File: config.mk
export PLATFORM = sky130hd
export DESIGN_NAME = bus_comm_command_decoder
export DESIGN_NICKNAME = d
export VERILOG_FILES = /design/src/bus_cmd_pkg.sv /design/src/byte_fifo.sv /design/src/bus_comm_command_decoder.sv
export SDC_FILE = /design/constraint.sdc
export NUM_CORES = 1
export LEC_CHECK = 0
export CAP_MARGIN = 20
export CORE_UTILIZATION = 39
export CTS_CLUSTER_DIAMETER = 80
export DETAILED_ROUTE_END_ITERATION = 8
export DONT_BUFFER_PORTS = 1
export GPL_TIMING_DRIVEN = 0
export SLEW_MARGIN = 20
export SYNTH_ARGS = -nofsm -noshare
export SYNTH_HDL_FRONTEND = slang
export SYNTH_SLANG_ARGS = --single-unit
File: constraint.sdc
create_clock -name pclk -period 2.4 [get_ports pclk]
set_input_delay 0.36 -clock pclk [delete_from_list [all_inputs] [get_ports pclk]]
set_output_delay 0.36 -clock pclk [all_outputs]
set_load 0.03 [all_outputs]
File: src/bus_cmd_pkg.sv
// Overview of operation
// - Commands run only while the bus idles
// - Low four command bits select the command
// - Station setup stores twelve-bit own address
// - Condition bits 3:2 select bus speed mode
// - Condition bit 0 enables slave transmit block
// - Station settings held until reset mode
// - Station setup clears lock and buffer flags
// - Station setup enables reception, clears write FIFO
// - Target address stored, write FIFO then cleared
// - Master start begins frame to target unit
// - First start byte picks broadcast or ordinary
// - Second start byte gives control field
// - Third start byte counts bytes, zero means 256
// - Master resume restarts from interruption point
// - Resume reuses last start parameters
// - One frame, at most three arbitration attempts
// - No master frame before station setup
// - Wrong parameter count is never flagged
// - Lock read pushes status then lock address
// - Command bits valid only with bit 6 set
// - Receive control 00H disables, 01H enables
// - Abort empties write FIFO, cancels slave data
package bus_cmd_pkg;

  localparam logic [7:0] ADDR_COMMAND = 8'h00;
  localparam logic [7:0] ADDR_WFIFO = 8'h04;
  localparam logic [7:0] ADDR_STATE = 8'h08;
  localparam logic [7:0] ADDR_STATION = 8'h0C;
  localparam logic [7:0] ADDR_TARGET = 8'h10;
  localparam logic [7:0] ADDR_MASTER = 8'h14;
  localparam logic [7:0] ADDR_SLAVE = 8'h18;

  localparam int CMD_RESET_BIT = 7;
  localparam int CMD_VALID_BIT = 6;

  localparam logic [3:0] CODE_STATION = 4'h0;
  localparam logic [3:0] CODE_TARGET = 4'h1;
  localparam logic [3:0] CODE_START = 4'h2;
  localparam logic [3:0] CODE_RESUME = 4'h3;
  localparam logic [3:0] CODE_ABORT = 4'h4;
  localparam logic [3:0] CODE_SLAVE_DATA = 4'h5;
  localparam logic [3:0] CODE_LOCK_READ = 4'h6;
  localparam logic [3:0] CODE_RX_CTRL = 4'h7;

  localparam logic [1:0] NPAR_STATION = 2'd2;
  localparam logic [1:0] NPAR_TARGET = 2'd2;
  localparam logic [1:0] NPAR_START = 2'd3;
  localparam logic [1:0] NPAR_RX_CTRL = 2'd1;
  localparam logic [1:0] NPAR_NONE = 2'd0;
  localparam logic [1:0] NPUSH_LOCK = 2'd3;

  localparam int COND_MODE_HI = 3;
  localparam int COND_MODE_LO = 2;
  localparam int COND_SLAVE_TX = 0;
  localparam logic [3:0] BCAST_ORDINARY = 4'h8;
  localparam logic [7:0] RX_DISABLE = 8'h00;
  localparam logic [7:0] RX_ENABLE = 8'h01;
  localparam logic [7:0] LOCKED_BYTE = 8'h01;
  localparam logic [7:0] UNLOCKED_BYTE = 8'h00;
  localparam logic [1:0] MAX_ATTEMPTS = 2'd3;

  localparam int WFIFO_WIDTH = 8;
  localparam int WFIFO_DEPTH = 4;

  typedef enum logic [2:0] {
    ST_IDLE,
    ST_POP,
    ST_TAKE,
    ST_EXEC,
    ST_PUSH
  } cmd_state_e;

endpackage

File: src/byte_fifo.sv
`timescale 1ns/1ps
`default_nettype none
module byte_fifo #(
  parameter int WIDTH = 8,
  parameter int DEPTH = 4
) (
  // Clock and reset
  input wire logic clk,
  input wire logic rst_n,
  // Control
  input wire logic clear,
  input wire logic push,
  input wire logic [WIDTH-1:0] push_data,
  input wire logic pop,
  // Status and data
  output logic [WIDTH-1:0] pop_data,
  output logic full,
  output logic empty
);
  localparam int PW = (DEPTH > 1) ? $clog2(DEPTH) : 1;
  localparam logic [PW:0] DEPTH_CNT = (PW + 1)'(DEPTH);
  localparam logic [PW-1:0] LAST = (PW)'(DEPTH - 1);

  logic [WIDTH-1:0] mem_ff [DEPTH];
  logic [PW-1:0] wr_ptr_ff;
  logic [PW-1:0] rd_ptr_ff;
  logic [PW:0] count_ff;
  logic [WIDTH-1:0] pop_data_ff;
  wire do_push = push && !full;
  wire do_pop = pop && !empty;
  wire [PW-1:0] nxt_wr_ptr = (wr_ptr_ff == LAST) ? '0 : wr_ptr_ff + 1'b1;
  wire [PW-1:0] nxt_rd_ptr = (rd_ptr_ff == LAST) ? '0 : rd_ptr_ff + 1'b1;

  assign full = (count_ff == DEPTH_CNT);
  assign empty = (count_ff == '0);
  assign pop_data = pop_data_ff;

  always_ff @(posedge clk) begin
    if (do_push) begin
      mem_ff[wr_ptr_ff] <= push_data;
    end
  end

  // Popped word appears in the register on the cycle after the pop
  always_ff @(posedge clk or negedge rst_n) begin
    if (!rst_n) begin
      wr_ptr_ff <= '0;
      rd_ptr_ff <= '0;
      count_ff <= '0;
      pop_data_ff <= '0;
    end else if (clear) begin
      wr_ptr_ff <= '0;
      rd_ptr_ff <= '0;
      count_ff <= '0;
    end else begin
      if (do_push) begin
        wr_ptr_ff <= nxt_wr_ptr;
      end
      if (do_pop) begin
        rd_ptr_ff <= nxt_rd_ptr;
        pop_data_ff <= mem_ff[rd_ptr_ff];
      end
      if (do_push && !do_pop) begin
        count_ff <= count_ff + 1'b1;
      end else if (do_pop && !do_push) begin
        count_ff <= count_ff - 1'b1;
      end
    end
  end
endmodule
`default_nettype wire

File: src/bus_comm_command_decoder.sv
// The implementer's own choices: the APB register port and the register addresses.
`timescale 1ns/1ps
`default_nettype none
module bus_comm_command_decoder (
  // APB
  input wire logic pclk,
  input wire logic presetn,
  input wire logic psel,
  input wire logic penable,
  input wire logic pwrite,
  input wire logic [7:0] paddr,
  input wire logic [31:0] pwdata,
  output logic [31:0] prdata,
  output logic pready,
  output logic pslverr,
  // Link engine status, same clock
  input wire logic bus_busy,
  input wire logic arb_lost,
  input wire logic frame_done,
  input wire logic frame_cut,
  input wire logic lock_set,
  input wire logic [11:0] lock_addr,
  input wire logic link_pop,
  // Settings towards the link engine
  output logic reset_mode,
  output logic [11:0] own_addr,
  output logic [1:0] speed_mode,
  output logic slave_tx_en,
  output logic rx_enable,
  output logic [11:0] target_addr,
  output logic slave_data_valid,
  // Master frame requests
  output logic master_go,
  output logic master_resume,
  output logic bcast_bit,
  output logic [3:0] ctrl_field,
  output logic [7:0] byte_count,
  // Transmit data from the write FIFO
  output logic [7:0] tx_data,
  output logic wfifo_empty,
  // Read FIFO push port
  input wire logic rfifo_ready,
  output logic rfifo_push,
  output logic [7:0] rfifo_data
);
  bus_cmd_pkg::cmd_state_e state_ff, nxt_state;

  logic [7:0] command_reg_ff;
  logic reset_mode_ff;
  logic pending_ff;
  logic [3:0] code_ff;
  logic [1:0] nparams_ff;
  logic [1:0] idx_ff, nxt_idx;
  logic popped_ff;
  logic [7:0] par0_ff, par1_ff, par2_ff;
  logic [11:0] own_addr_ff, target_addr_ff;
  logic [1:0] speed_mode_ff;
  logic slave_tx_en_ff, rx_enable_ff, init_done_ff;
  logic slave_data_valid_ff, locked_ff;
  logic [3:0] bcast_ff, ctrl_ff;
  logic [7:0] count_ff;
  logic master_active_ff, interrupted_ff, master_fail_ff;
  logic [1:0] attempts_ff;
  logic master_go_ff, master_resume_ff;
  logic rfifo_push_ff;
  logic [7:0] rfifo_data_ff, prdata_ff;
  logic wfifo_full;

  // APB decode
  wire apb_setup = psel && !penable;
  wire hit_cmd = (paddr == bus_cmd_pkg::ADDR_COMMAND);
  wire hit_wfifo = (paddr == bus_cmd_pkg::ADDR_WFIFO);
  wire hit_state = (paddr == bus_cmd_pkg::ADDR_STATE);
  wire hit_station = (paddr == bus_cmd_pkg::ADDR_STATION);
  wire hit_target = (paddr == bus_cmd_pkg::ADDR_TARGET);
  wire hit_master = (paddr == bus_cmd_pkg::ADDR_MASTER);
  wire hit_slave = (paddr == bus_cmd_pkg::ADDR_SLAVE);
  wire hit_any = hit_cmd | hit_wfifo | hit_state | hit_station | hit_target
                 | hit_master | hit_slave;
  // A byte written into a full write FIFO stalls the bus until a slot frees
  wire wfifo_stall = psel && penable && pwrite && hit_wfifo && wfifo_full;
  wire apb_done = psel && penable && pready;
  wire cmd_wr = apb_done && pwrite && hit_cmd;
  wire wfifo_wr = apb_done && pwrite && hit_wfifo;
  wire cmd_valid_wr = cmd_wr && pwdata[bus_cmd_pkg::CMD_VALID_BIT]
                      && !pwdata[bus_cmd_pkg::CMD_RESET_BIT];

  assign pready = !wfifo_stall;
  assign pslverr = psel && penable && !hit_any;

  wire [7:0] slave_status = {1'b1, 2'b00, slave_tx_en_ff, 1'b0, locked_ff,
                             !rx_enable_ff, slave_data_valid_ff};
  wire [31:0] rd_word =
    hit_cmd ? {24'h000000, command_reg_ff} :
    hit_state ? {24'h000000, master_fail_ff, interrupted_ff, master_active_ff,
                 init_done_ff, pending_ff, reset_mode_ff, wfifo_empty, wfifo_full} :
    hit_station ? {16'h0000, slave_tx_en_ff, 1'b0, speed_mode_ff, own_addr_ff} :
    hit_target ? {20'h00000, target_addr_ff} :
    hit_master ? {16'h0000, bcast_ff, ctrl_ff, count_ff} :
    hit_slave ? {24'h000000, slave_status} :
    32'h00000000;

  // Read data is latched in the setup phase so it stands through the access
  always_ff @(posedge pclk or negedge presetn) begin
    if (!presetn) begin
      prdata_ff <= 8'h00;
    end else if (apb_setup && !pwrite) begin
      prdata_ff <= rd_word[7:0];
    end
  end

  // Upper read bits kept in a second register to keep data from flip-flops
  logic [23:0] prdata_hi_ff;
  always_ff @(posedge pclk or negedge presetn) begin
    if (!presetn) begin
      prdata_hi_ff <= 24'h000000;
    end else if (apb_setup && !pwrite) begin
      prdata_hi_ff <= rd_word[31:8];
    end
  end
  assign prdata = {prdata_hi_ff, prdata_ff};

  // Command register, reset mode and pending command
  wire take_cmd = (state_ff == bus_cmd_pkg::ST_IDLE) && pending_ff && !bus_busy;
  always_ff @(posedge pclk or negedge presetn) begin
    if (!presetn) begin
      command_reg_ff <= 8'h00;
      reset_mode_ff <= 1'b1;
      pending_ff <= 1'b0;
      code_ff <= 4'h0;
    end else begin
      if (cmd_wr) begin
        command_reg_ff <= pwdata[7:0];
        reset_mode_ff <= pwdata[bus_cmd_pkg::CMD_RESET_BIT];
      end
      // A new command write wins over the take of the previous one
      if (cmd_valid_wr) begin
        pending_ff <= 1'b1;
        code_ff <= pwdata[3:0];
      end else if (take_cmd || reset_mode_ff) begin
        pending_ff <= 1'b0;
      end
    end
  end

  // Parameter count per command; short FIFO contents read as zero bytes
  wire [1:0] npar_of_code =
    (code_ff == bus_cmd_pkg::CODE_STATION) ? bus_cmd_pkg::NPAR_STATION :
    (code_ff == bus_cmd_pkg::CODE_TARGET) ? bus_cmd_pkg::NPAR_TARGET :
    (code_ff == bus_cmd_pkg::CODE_START) ? bus_cmd_pkg::NPAR_START :
    (code_ff == bus_cmd_pkg::CODE_RX_CTRL) ? bus_cmd_pkg::NPAR_RX_CTRL :
    bus_cmd_pkg::NPAR_NONE;

  wire in_pop = (state_ff == bus_cmd_pkg::ST_POP);
  wire in_exec = (state_ff == bus_cmd_pkg::ST_EXEC);
  wire in_push = (state_ff == bus_cmd_pkg::ST_PUSH);
  wire fsm_pop = in_pop && !wfifo_empty;
  wire [7:0] fifo_byte = popped_ff ? tx_data : 8'h00;
  wire [1:0] idx_inc = idx_ff + 2'd1;
  wire is_code_station = (code_ff == bus_cmd_pkg::CODE_STATION);
  wire is_code_target = (code_ff == bus_cmd_pkg::CODE_TARGET);
  wire is_code_start = (code_ff == bus_cmd_pkg::CODE_START);
  wire is_code_resume = (code_ff == bus_cmd_pkg::CODE_RESUME);
  wire is_code_abort = (code_ff == bus_cmd_pkg::CODE_ABORT);
  wire is_code_sdata = (code_ff == bus_cmd_pkg::CODE_SLAVE_DATA);
  wire is_code_lock = (code_ff == bus_cmd_pkg::CODE_LOCK_READ);
  wire is_code_rx = (code_ff == bus_cmd_pkg::CODE_RX_CTRL);
  wire exec_station = in_exec && is_code_station;
  wire exec_target = in_exec && is_code_target;
  wire exec_start = in_exec && is_code_start && init_done_ff;
  wire exec_resume = in_exec && is_code_resume && init_done_ff;
  wire exec_rx = in_exec && is_code_rx;
  wire exec_abort = in_exec && is_code_abort;
  wire push_fire = in_push && rfifo_ready;
  wire wfifo_clear = reset_mode_ff || exec_abort
                     || exec_station || exec_target || exec_rx;

  always_comb begin
    nxt_state = state_ff;
    nxt_idx = idx_ff;
    case (state_ff)
      bus_cmd_pkg::ST_IDLE: begin
        if (take_cmd) begin
          nxt_idx = 2'd0;
          nxt_state = (npar_of_code == bus_cmd_pkg::NPAR_NONE) ?
                      bus_cmd_pkg::ST_EXEC : bus_cmd_pkg::ST_POP;
        end
      end
      bus_cmd_pkg::ST_POP: begin
        nxt_state = bus_cmd_pkg::ST_TAKE;
      end
      bus_cmd_pkg::ST_TAKE: begin
        nxt_idx = idx_inc;
        nxt_state = (idx_inc == nparams_ff) ? bus_cmd_pkg::ST_EXEC : bus_cmd_pkg::ST_POP;
      end
      bus_cmd_pkg::ST_EXEC: begin
        nxt_idx = 2'd0;
        nxt_state = is_code_lock ? bus_cmd_pkg::ST_PUSH : bus_cmd_pkg::ST_IDLE;
      end
      bus_cmd_pkg::ST_PUSH: begin
        if (push_fire) begin
          nxt_idx = idx_inc;
          if (idx_inc == bus_cmd_pkg::NPUSH_LOCK) begin
            nxt_state = bus_cmd_pkg::ST_IDLE;
          end
        end
      end
      default: begin
        nxt_state = bus_cmd_pkg::ST_IDLE;
        nxt_idx = 2'd0;
      end
    endcase
  end

  always_ff @(posedge pclk or negedge presetn) begin
    if (!presetn) begin
      state_ff <= bus_cmd_pkg::ST_IDLE;
      idx_ff <= 2'd0;
      nparams_ff <= 2'd0;
      popped_ff <= 1'b0;
    end else if (reset_mode_ff) begin
      state_ff <= bus_cmd_pkg::ST_IDLE;
      idx_ff <= 2'd0;
      popped_ff <= 1'b0;
    end else begin
      state_ff <= nxt_state;
      idx_ff <= nxt_idx;
      popped_ff <= fsm_pop;
      if (take_cmd) begin
        nparams_ff <= npar_of_code;
      end
    end
  end

  always_ff @(posedge pclk or negedge presetn) begin
    if (!presetn) begin
      par0_ff <= 8'h00;
      par1_ff <= 8'h00;
      par2_ff <= 8'h00;
    end else if (state_ff == bus_cmd_pkg::ST_TAKE) begin
      case (idx_ff)
        2'd0: par0_ff <= fifo_byte;
        2'd1: par1_ff <= fifo_byte;
        default: par2_ff <= fifo_byte;
      endcase
    end
  end

  // Station and target settings survive until reset mode is entered
  always_ff @(posedge pclk or negedge presetn) begin
    if (!presetn) begin
      own_addr_ff <= 12'h000;
      speed_mode_ff <= 2'b00;
      slave_tx_en_ff <= 1'b0;
      init_done_ff <= 1'b0;
      target_addr_ff <= 12'h000;
      rx_enable_ff <= 1'b0;
    end else if (reset_mode_ff) begin
      own_addr_ff <= 12'h000;
      speed_mode_ff <= 2'b00;
      slave_tx_en_ff <= 1'b0;
      init_done_ff <= 1'b0;
      target_addr_ff <= 12'h000;
      rx_enable_ff <= 1'b0;
    end else if (in_exec) begin
      if (is_code_station) begin
        own_addr_ff <= {par0_ff, par1_ff[7:4]};
        speed_mode_ff <= par1_ff[bus_cmd_pkg::COND_MODE_HI:bus_cmd_pkg::COND_MODE_LO];
        slave_tx_en_ff <= par1_ff[bus_cmd_pkg::COND_SLAVE_TX];
        init_done_ff <= 1'b1;
      end
      if (is_code_target) begin
        target_addr_ff <= {par0_ff, par1_ff[7:4]};
      end
      // Receive control sets the state; every other command except lock read re-enables
      if (is_code_rx) begin
        if (par0_ff == bus_cmd_pkg::RX_DISABLE) begin
          rx_enable_ff <= 1'b0;
        end else if (par0_ff == bus_cmd_pkg::RX_ENABLE) begin
          rx_enable_ff <= 1'b1;
        end
      end else if (!is_code_lock) begin
        rx_enable_ff <= 1'b1;
      end
    end
  end

  // Slave status flags; a lock event wins over a station setup clear in the same cycle, reset mode wins over both
  always_ff @(posedge pclk or negedge presetn) begin
    if (!presetn) begin
      locked_ff <= 1'b0;
      slave_data_valid_ff <= 1'b0;
    end else if (reset_mode_ff) begin
      locked_ff <= 1'b0;
      slave_data_valid_ff <= 1'b0;
    end else begin
      if (lock_set) begin
        locked_ff <= 1'b1;
      end else if (exec_station) begin
        locked_ff <= 1'b0;
      end
      if (in_exec && is_code_sdata) begin
        slave_data_valid_ff <= 1'b1;
      end else if (exec_station || exec_abort) begin
        slave_data_valid_ff <= 1'b0;
      end
    end
  end

  // Master frame parameters and arbitration retries
  wire can_retry = (attempts_ff < bus_cmd_pkg::MAX_ATTEMPTS);
  always_ff @(posedge pclk or negedge presetn) begin
    if (!presetn) begin
      bcast_ff <= 4'h0;
      ctrl_ff <= 4'h0;
      count_ff <= 8'h00;
      master_active_ff <= 1'b0;
      interrupted_ff <= 1'b0;
      master_fail_ff <= 1'b0;
      attempts_ff <= 2'd0;
      master_go_ff <= 1'b0;
      master_resume_ff <= 1'b0;
    end else if (reset_mode_ff) begin
      bcast_ff <= 4'h0;
      ctrl_ff <= 4'h0;
      count_ff <= 8'h00;
      master_active_ff <= 1'b0;
      interrupted_ff <= 1'b0;
      master_fail_ff <= 1'b0;
      attempts_ff <= 2'd0;
      master_go_ff <= 1'b0;
      master_resume_ff <= 1'b0;
    end else begin
      master_go_ff <= 1'b0;
      master_resume_ff <= 1'b0;
      if (exec_start) begin
        bcast_ff <= par0_ff[3:0];
        ctrl_ff <= par1_ff[3:0];
        count_ff <= par2_ff;
        master_go_ff <= 1'b1;
        master_active_ff <= 1'b1;
        interrupted_ff <= 1'b0;
        master_fail_ff <= 1'b0;
        attempts_ff <= 2'd1;
      end else if (exec_resume) begin
        master_resume_ff <= 1'b1;
        master_active_ff <= 1'b1;
        interrupted_ff <= 1'b0;
        master_fail_ff <= 1'b0;
        attempts_ff <= 2'd1;
      end else if (master_active_ff) begin
        if (arb_lost) begin
          if (can_retry) begin
            master_go_ff <= !interrupted_ff;
            master_resume_ff <= interrupted_ff;
            attempts_ff <= attempts_ff + 2'd1;
          end else begin
            master_active_ff <= 1'b0;
            master_fail_ff <= 1'b1;
          end
        end else if (frame_cut) begin
          master_active_ff <= 1'b0;
          interrupted_ff <= 1'b1;
        end else if (frame_done) begin
          master_active_ff <= 1'b0;
        end
      end
      // Any other command after a cut frame spoils the resume point
      if (in_exec && !is_code_resume && !is_code_start && !frame_cut) begin
        interrupted_ff <= 1'b0;
      end
    end
  end

  // Lock read result: status byte, then address high nibble, then low byte
  wire [7:0] lock_byte = locked_ff ? bus_cmd_pkg::LOCKED_BYTE : bus_cmd_pkg::UNLOCKED_BYTE;
  wire [7:0] push_byte = (idx_ff == 2'd0) ? lock_byte :
                         (idx_ff == 2'd1) ? {4'h0, lock_addr[11:8]} : lock_addr[7:0];
  always_ff @(posedge pclk or negedge presetn) begin
    if (!presetn) begin
      rfifo_push_ff <= 1'b0;
      rfifo_data_ff <= 8'h00;
    end else begin
      rfifo_push_ff <= push_fire;
      if (push_fire) begin
        rfifo_data_ff <= push_byte;
      end
    end
  end

  byte_fifo #(
    .WIDTH(bus_cmd_pkg::WFIFO_WIDTH),
    .DEPTH(bus_cmd_pkg::WFIFO_DEPTH)
  ) u_write_fifo (
    .clk(pclk),
    .rst_n(presetn),
    .clear(wfifo_clear),
    .push(wfifo_wr),
    .push_data(pwdata[7:0]),
    .pop(fsm_pop || link_pop),
    .pop_data(tx_data),
    .full(wfifo_full),
    .empty(wfifo_empty)
  );

  assign reset_mode = reset_mode_ff;
  assign own_addr = own_addr_ff;
  assign speed_mode = speed_mode_ff;
  assign slave_tx_en = slave_tx_en_ff;
  assign rx_enable = rx_enable_ff;
  assign target_addr = target_addr_ff;
  assign slave_data_valid = slave_data_valid_ff;
  assign master_go = master_go_ff;
  assign master_resume = master_resume_ff;
  assign bcast_bit = (bcast_ff == bus_cmd_pkg::BCAST_ORDINARY);
  assign ctrl_field = ctrl_ff;
  assign byte_count = count_ff;
  assign rfifo_push = rfifo_push_ff;
  assign rfifo_data = rfifo_data_ff;
endmodule
`default_nettype wire

==> results.md <==
- Pre-CTS WS: -0.6606 ns
- Row count: 51
- DRT antenna net count: 0
- Die extent in x: 143.9 um
- Slew Limit Headroom: 37.73%
- Residual DRC: 0
- TritonCTS clock tree: yes
- Logic pwr share: 3.6%
- Initial antenna violation count: 0
- Power consumption: 5.937 mW
- H-tree depth: 4
- Met3 usage: 6.465%
- Async SR Flop Fraction: 81.40%
- CP Data Arrival Time: 2.69 ns
- R2R setup slack: 0.08 ns
- Peak supply drop: 0.0003991 V
- Worst setup EP type: flip-flop
- Hold_ws: -0.3731 ns
- IO Port Bufs: 0
- DRT Wirelength: 22.31 mm
- Die ar.: 20710 um2
- Largest net degree at the start of global routing: 141
- Clock Skews: 0.01089 ns
- Critical R2R Capture: own_addr[5]$_DFFE_PN0P_
- Bufs on Longest Clock Path: 2
- Max-cap violations: 0
- Worst-Margin Slew: 0.9320 ns
- Required time of the critical path: 2.77 ns
- Top cells by area, synth: dfrtp_1 (44%), edfxtp_1 (12%), mux2i_1 (4.6%)
- Worst Slack Setup Final: 0.07591 ns
- Final instance area: 9039 um2
- Post-synthesis cell type count: 59
- Switching pwr: 1.477 mW
- Post-synth top cells: dfrtp_1 (139), nand2_1 (75), nor2_1 (64), o21ai_0 (51), mux2i_1 (36)
- Max Fclk: 0.4303 GHz
- CORE AREA: 19590 um2
- Met1 usage: 27.22%
- Mapped Cells: 706
- Final setup TNS: 0 ns
- Skew-Pair Late Insertion Delay: 0.43 ns
- Worst-path clk slew: 0.07 ns
- Lkg Pwr: 3.790 nW
- Min-Delay Path Class: in2async
- Height of the chip: 143.9 um
- GR Overflow Total: 0
- Final Hold Fails: 140
- Global-route wire length before repair: 33.78 mm
- Post-synth top area share: 44.29%
- Clock power frac: 44.9%
- Final-stage net count: 829
- CTS root buf: clkbuf_16
- Synth area leader: dfrtp_1
- Max Transition Viols Final: 0
- Num CTS Buffers: 17
- Inserted Diodes: 0
- Ys Warns: 0
- DR pass1 iterations: 5
- Crit path max fanout: 10
- PD cells: 656.8 nW/um2
- Post-layout min period: 2.324 ns
- Kind of critical path: reg2reg
- Share of layout cells above drive strength 1: 13.69%
- Sw Share: 24.88%
- Status: finished with violations
- Post-synth EDFFs: 32
- Final Setup Violations: 0
- Worst Reg-to-Reg Cells: 5
- FF-to-FF Start: code_ff[3]$_DFFE_PN0P_
- M2 GR Usage: 37.55%
- Seq/Total Area, Yosys: 56.86%
- Mapped cell area: 7854 um2
- Fin crit share: 96.84%
- FF+latch count, synth: 172
- Ys flop type: dfrtp_1
- Total global-route track usage: 22.38%
- Startpoint types: flip-flop
- Starting Density: 40.09%
- Clock sink count: 172
- Via Count: 5756
- Internal power: 4.460 mW
- Vias per cell: 5.578
- Post-DP HPWL: 16.31 mm
- Most common cell in the synthesized netlist: dfrtp_1
- Reg power frac: 51.5%
- Initial DRC Count: 391
- Synth Area per Inst: 11.12 um2
- Final GP Congestion: 0.8904
- Routed len/inst: 21.62 um
- Layout area overhead: 15.09%
- Vias in the first global route: 5787
- DP Area: 8260 um2
- IO Count: 161
- Failing checks: hold timing
- Busiest layer in global routing: met2
## cells in the final DEF, fill, tap and decap left out, drive strengths merged, types with 3 or more instances in the layout
cell type / netlist / layout
o31ai: 6 / 6
inv: 23 / 32
nand3: 13 / 13
and3b: 3 / 3
conb: 1 / 16
buf: 25 / 29
o32ai: 4 / 4
nor3: 12 / 12
mux4: 8 / 8
nor2: 64 / 64
a2bb2oi: 6 / 6
xnor2: 3 / 3
nand2b: 7 / 7
a221oi: 6 / 6
dfrtp: 139 / 139
a31oi: 5 / 5
nor3b: 5 / 5
dlygate4sd3: 0 / 11
or3: 8 / 8
xor2: 4 / 4
nor2b: 7 / 7
clkinv: 0 / 5
and3: 6 / 6
o22ai: 5 / 5
a22o: 17 / 17
edfxtp: 32 / 32
o21a: 3 / 3
nor4: 15 / 15
ha: 10 / 10
mux2i: 36 / 36
mux2: 21 / 21
or4: 3 / 3
a211oi: 6 / 6
nand2: 75 / 75
clkbuf: 32 / 48
o21ai: 51 / 51
a21oi: 20 / 20
## layer usage
layer	wire length, um	vias to the layer above
li1	-	2606
met1	8863	2903
met2	11010	219
met3	1970	28
met4	471	0
met5	0	-
## timing repair
item,in CTS,in global routing
endpoints found under the hold margin,143,164
setup buffers,0,4
endpoints found under the setup margin,53,34
gates resized for setup,6,10
hold buffers,2,9
pin swaps,2,3
## flip-flops by register name, indices dropped and copies added (netlist names), 2 cells and up
register / count
u_write_fifo.wr_ptr_ff: 2
par1_ff: 8
byte_count: 8
state_ff: 3
ctrl_field: 4
nparams_ff: 2
code_ff: 4
own_addr: 12
u_write_fifo.mem_ff: 32
prdata_hi_ff: 8
u_write_fifo.pop_data: 8
u_write_fifo.rd_ptr_ff: 2
command_reg_ff: 8
speed_mode: 2
target_addr: 12
par0_ff: 8
rfifo_data: 8
idx_ff: 2
bcast_ff: 4
attempts_ff: 2
par2_ff: 8
prdata_ff: 8
u_write_fifo.count_ff: 3
## worst max-delay path by stage
stage / start / endpoint / depth (start not counted) / slack [ns]
CTS: code_ff[3]$_DFFE_PN0P_ / own_addr[1]$_DFFE_PN0P_ / 6 / 0.01
floorplan: paddr[5] / u_write_fifo.count_ff[2]$_DFFE_PN0P_ / 8 / 0.04
global placement: paddr[4] / u_write_fifo.mem_ff[3][3]$_DFFE_PP_ / 5 / -0.48
global route: code_ff[3]$_DFFE_PN0P_ / own_addr[9]$_DFFE_PN0P_ / 5 / -0.0008
finish: code_ff[3]$_DFFE_PN0P_ / own_addr[5]$_DFFE_PN0P_ / 5 / 0.08
detailed placement: paddr[4] / u_write_fifo.mem_ff[1][6]$_DFFE_PP_ / 5 / -0.66
## metrics by stage
step,instances,util [%]
global placement,986,42.13
global route,1032,46.14
finish,1032,46.14
CTS,1020,45.39
floorplan,721,-
detailed placement,986,42.17
## worst max-delay path, cell delays in order (launching register included)
cell	delay, ns
dfrtp_1	0.43
nand4bb_1	0.39
nor4_2	0.09
nor2_1	0.60
clkbuf_1	0.51
a22o_1	0.23
## layout make-up
| cell class | instances | area (um2) |
|---|---|---|
| inverter | 23 | 86.33 |
| timing repair buffer | 15 | 140.1 |
| multi-input combinational | 469 | 3157 |
| fill | 1801 | 10550 |
| buffer | 56 | 286.5 |
| clock inverter | 15 | 146.4 |
| clock buffer | 17 | 425.4 |
| tap | 265 | 331.6 |
| sequential | 172 | 4466 |
## power groups by stage
stage	Clock (mW)	Combinational, mW	Sequential [mW]
2_1_floorplan	0	0.153	3.11
3_3_place_gp	0	0.185	3.12
3_5_place_dp	0	0.189	3.12
4_1_cts	2.71	0.196	3.06
5_1_grt	2.84	0.233	3.06
6_report	2.67	0.215	3.06
## cell families after synthesis
family                   share of synthesized area (%)
buffers and inverters                            4.748
adder cells (fa/ha/maj)                          1.848
XOR/XNOR                                        0.7806
AND/OR/NAND/NOR                                  14.16
flip-flops                                       56.86
multiplexers                                     9.893
other                                          0.04775
AO/OA/AOI/OAI                                    11.66
Note: power is estimated with default switching activity, not from simulation.
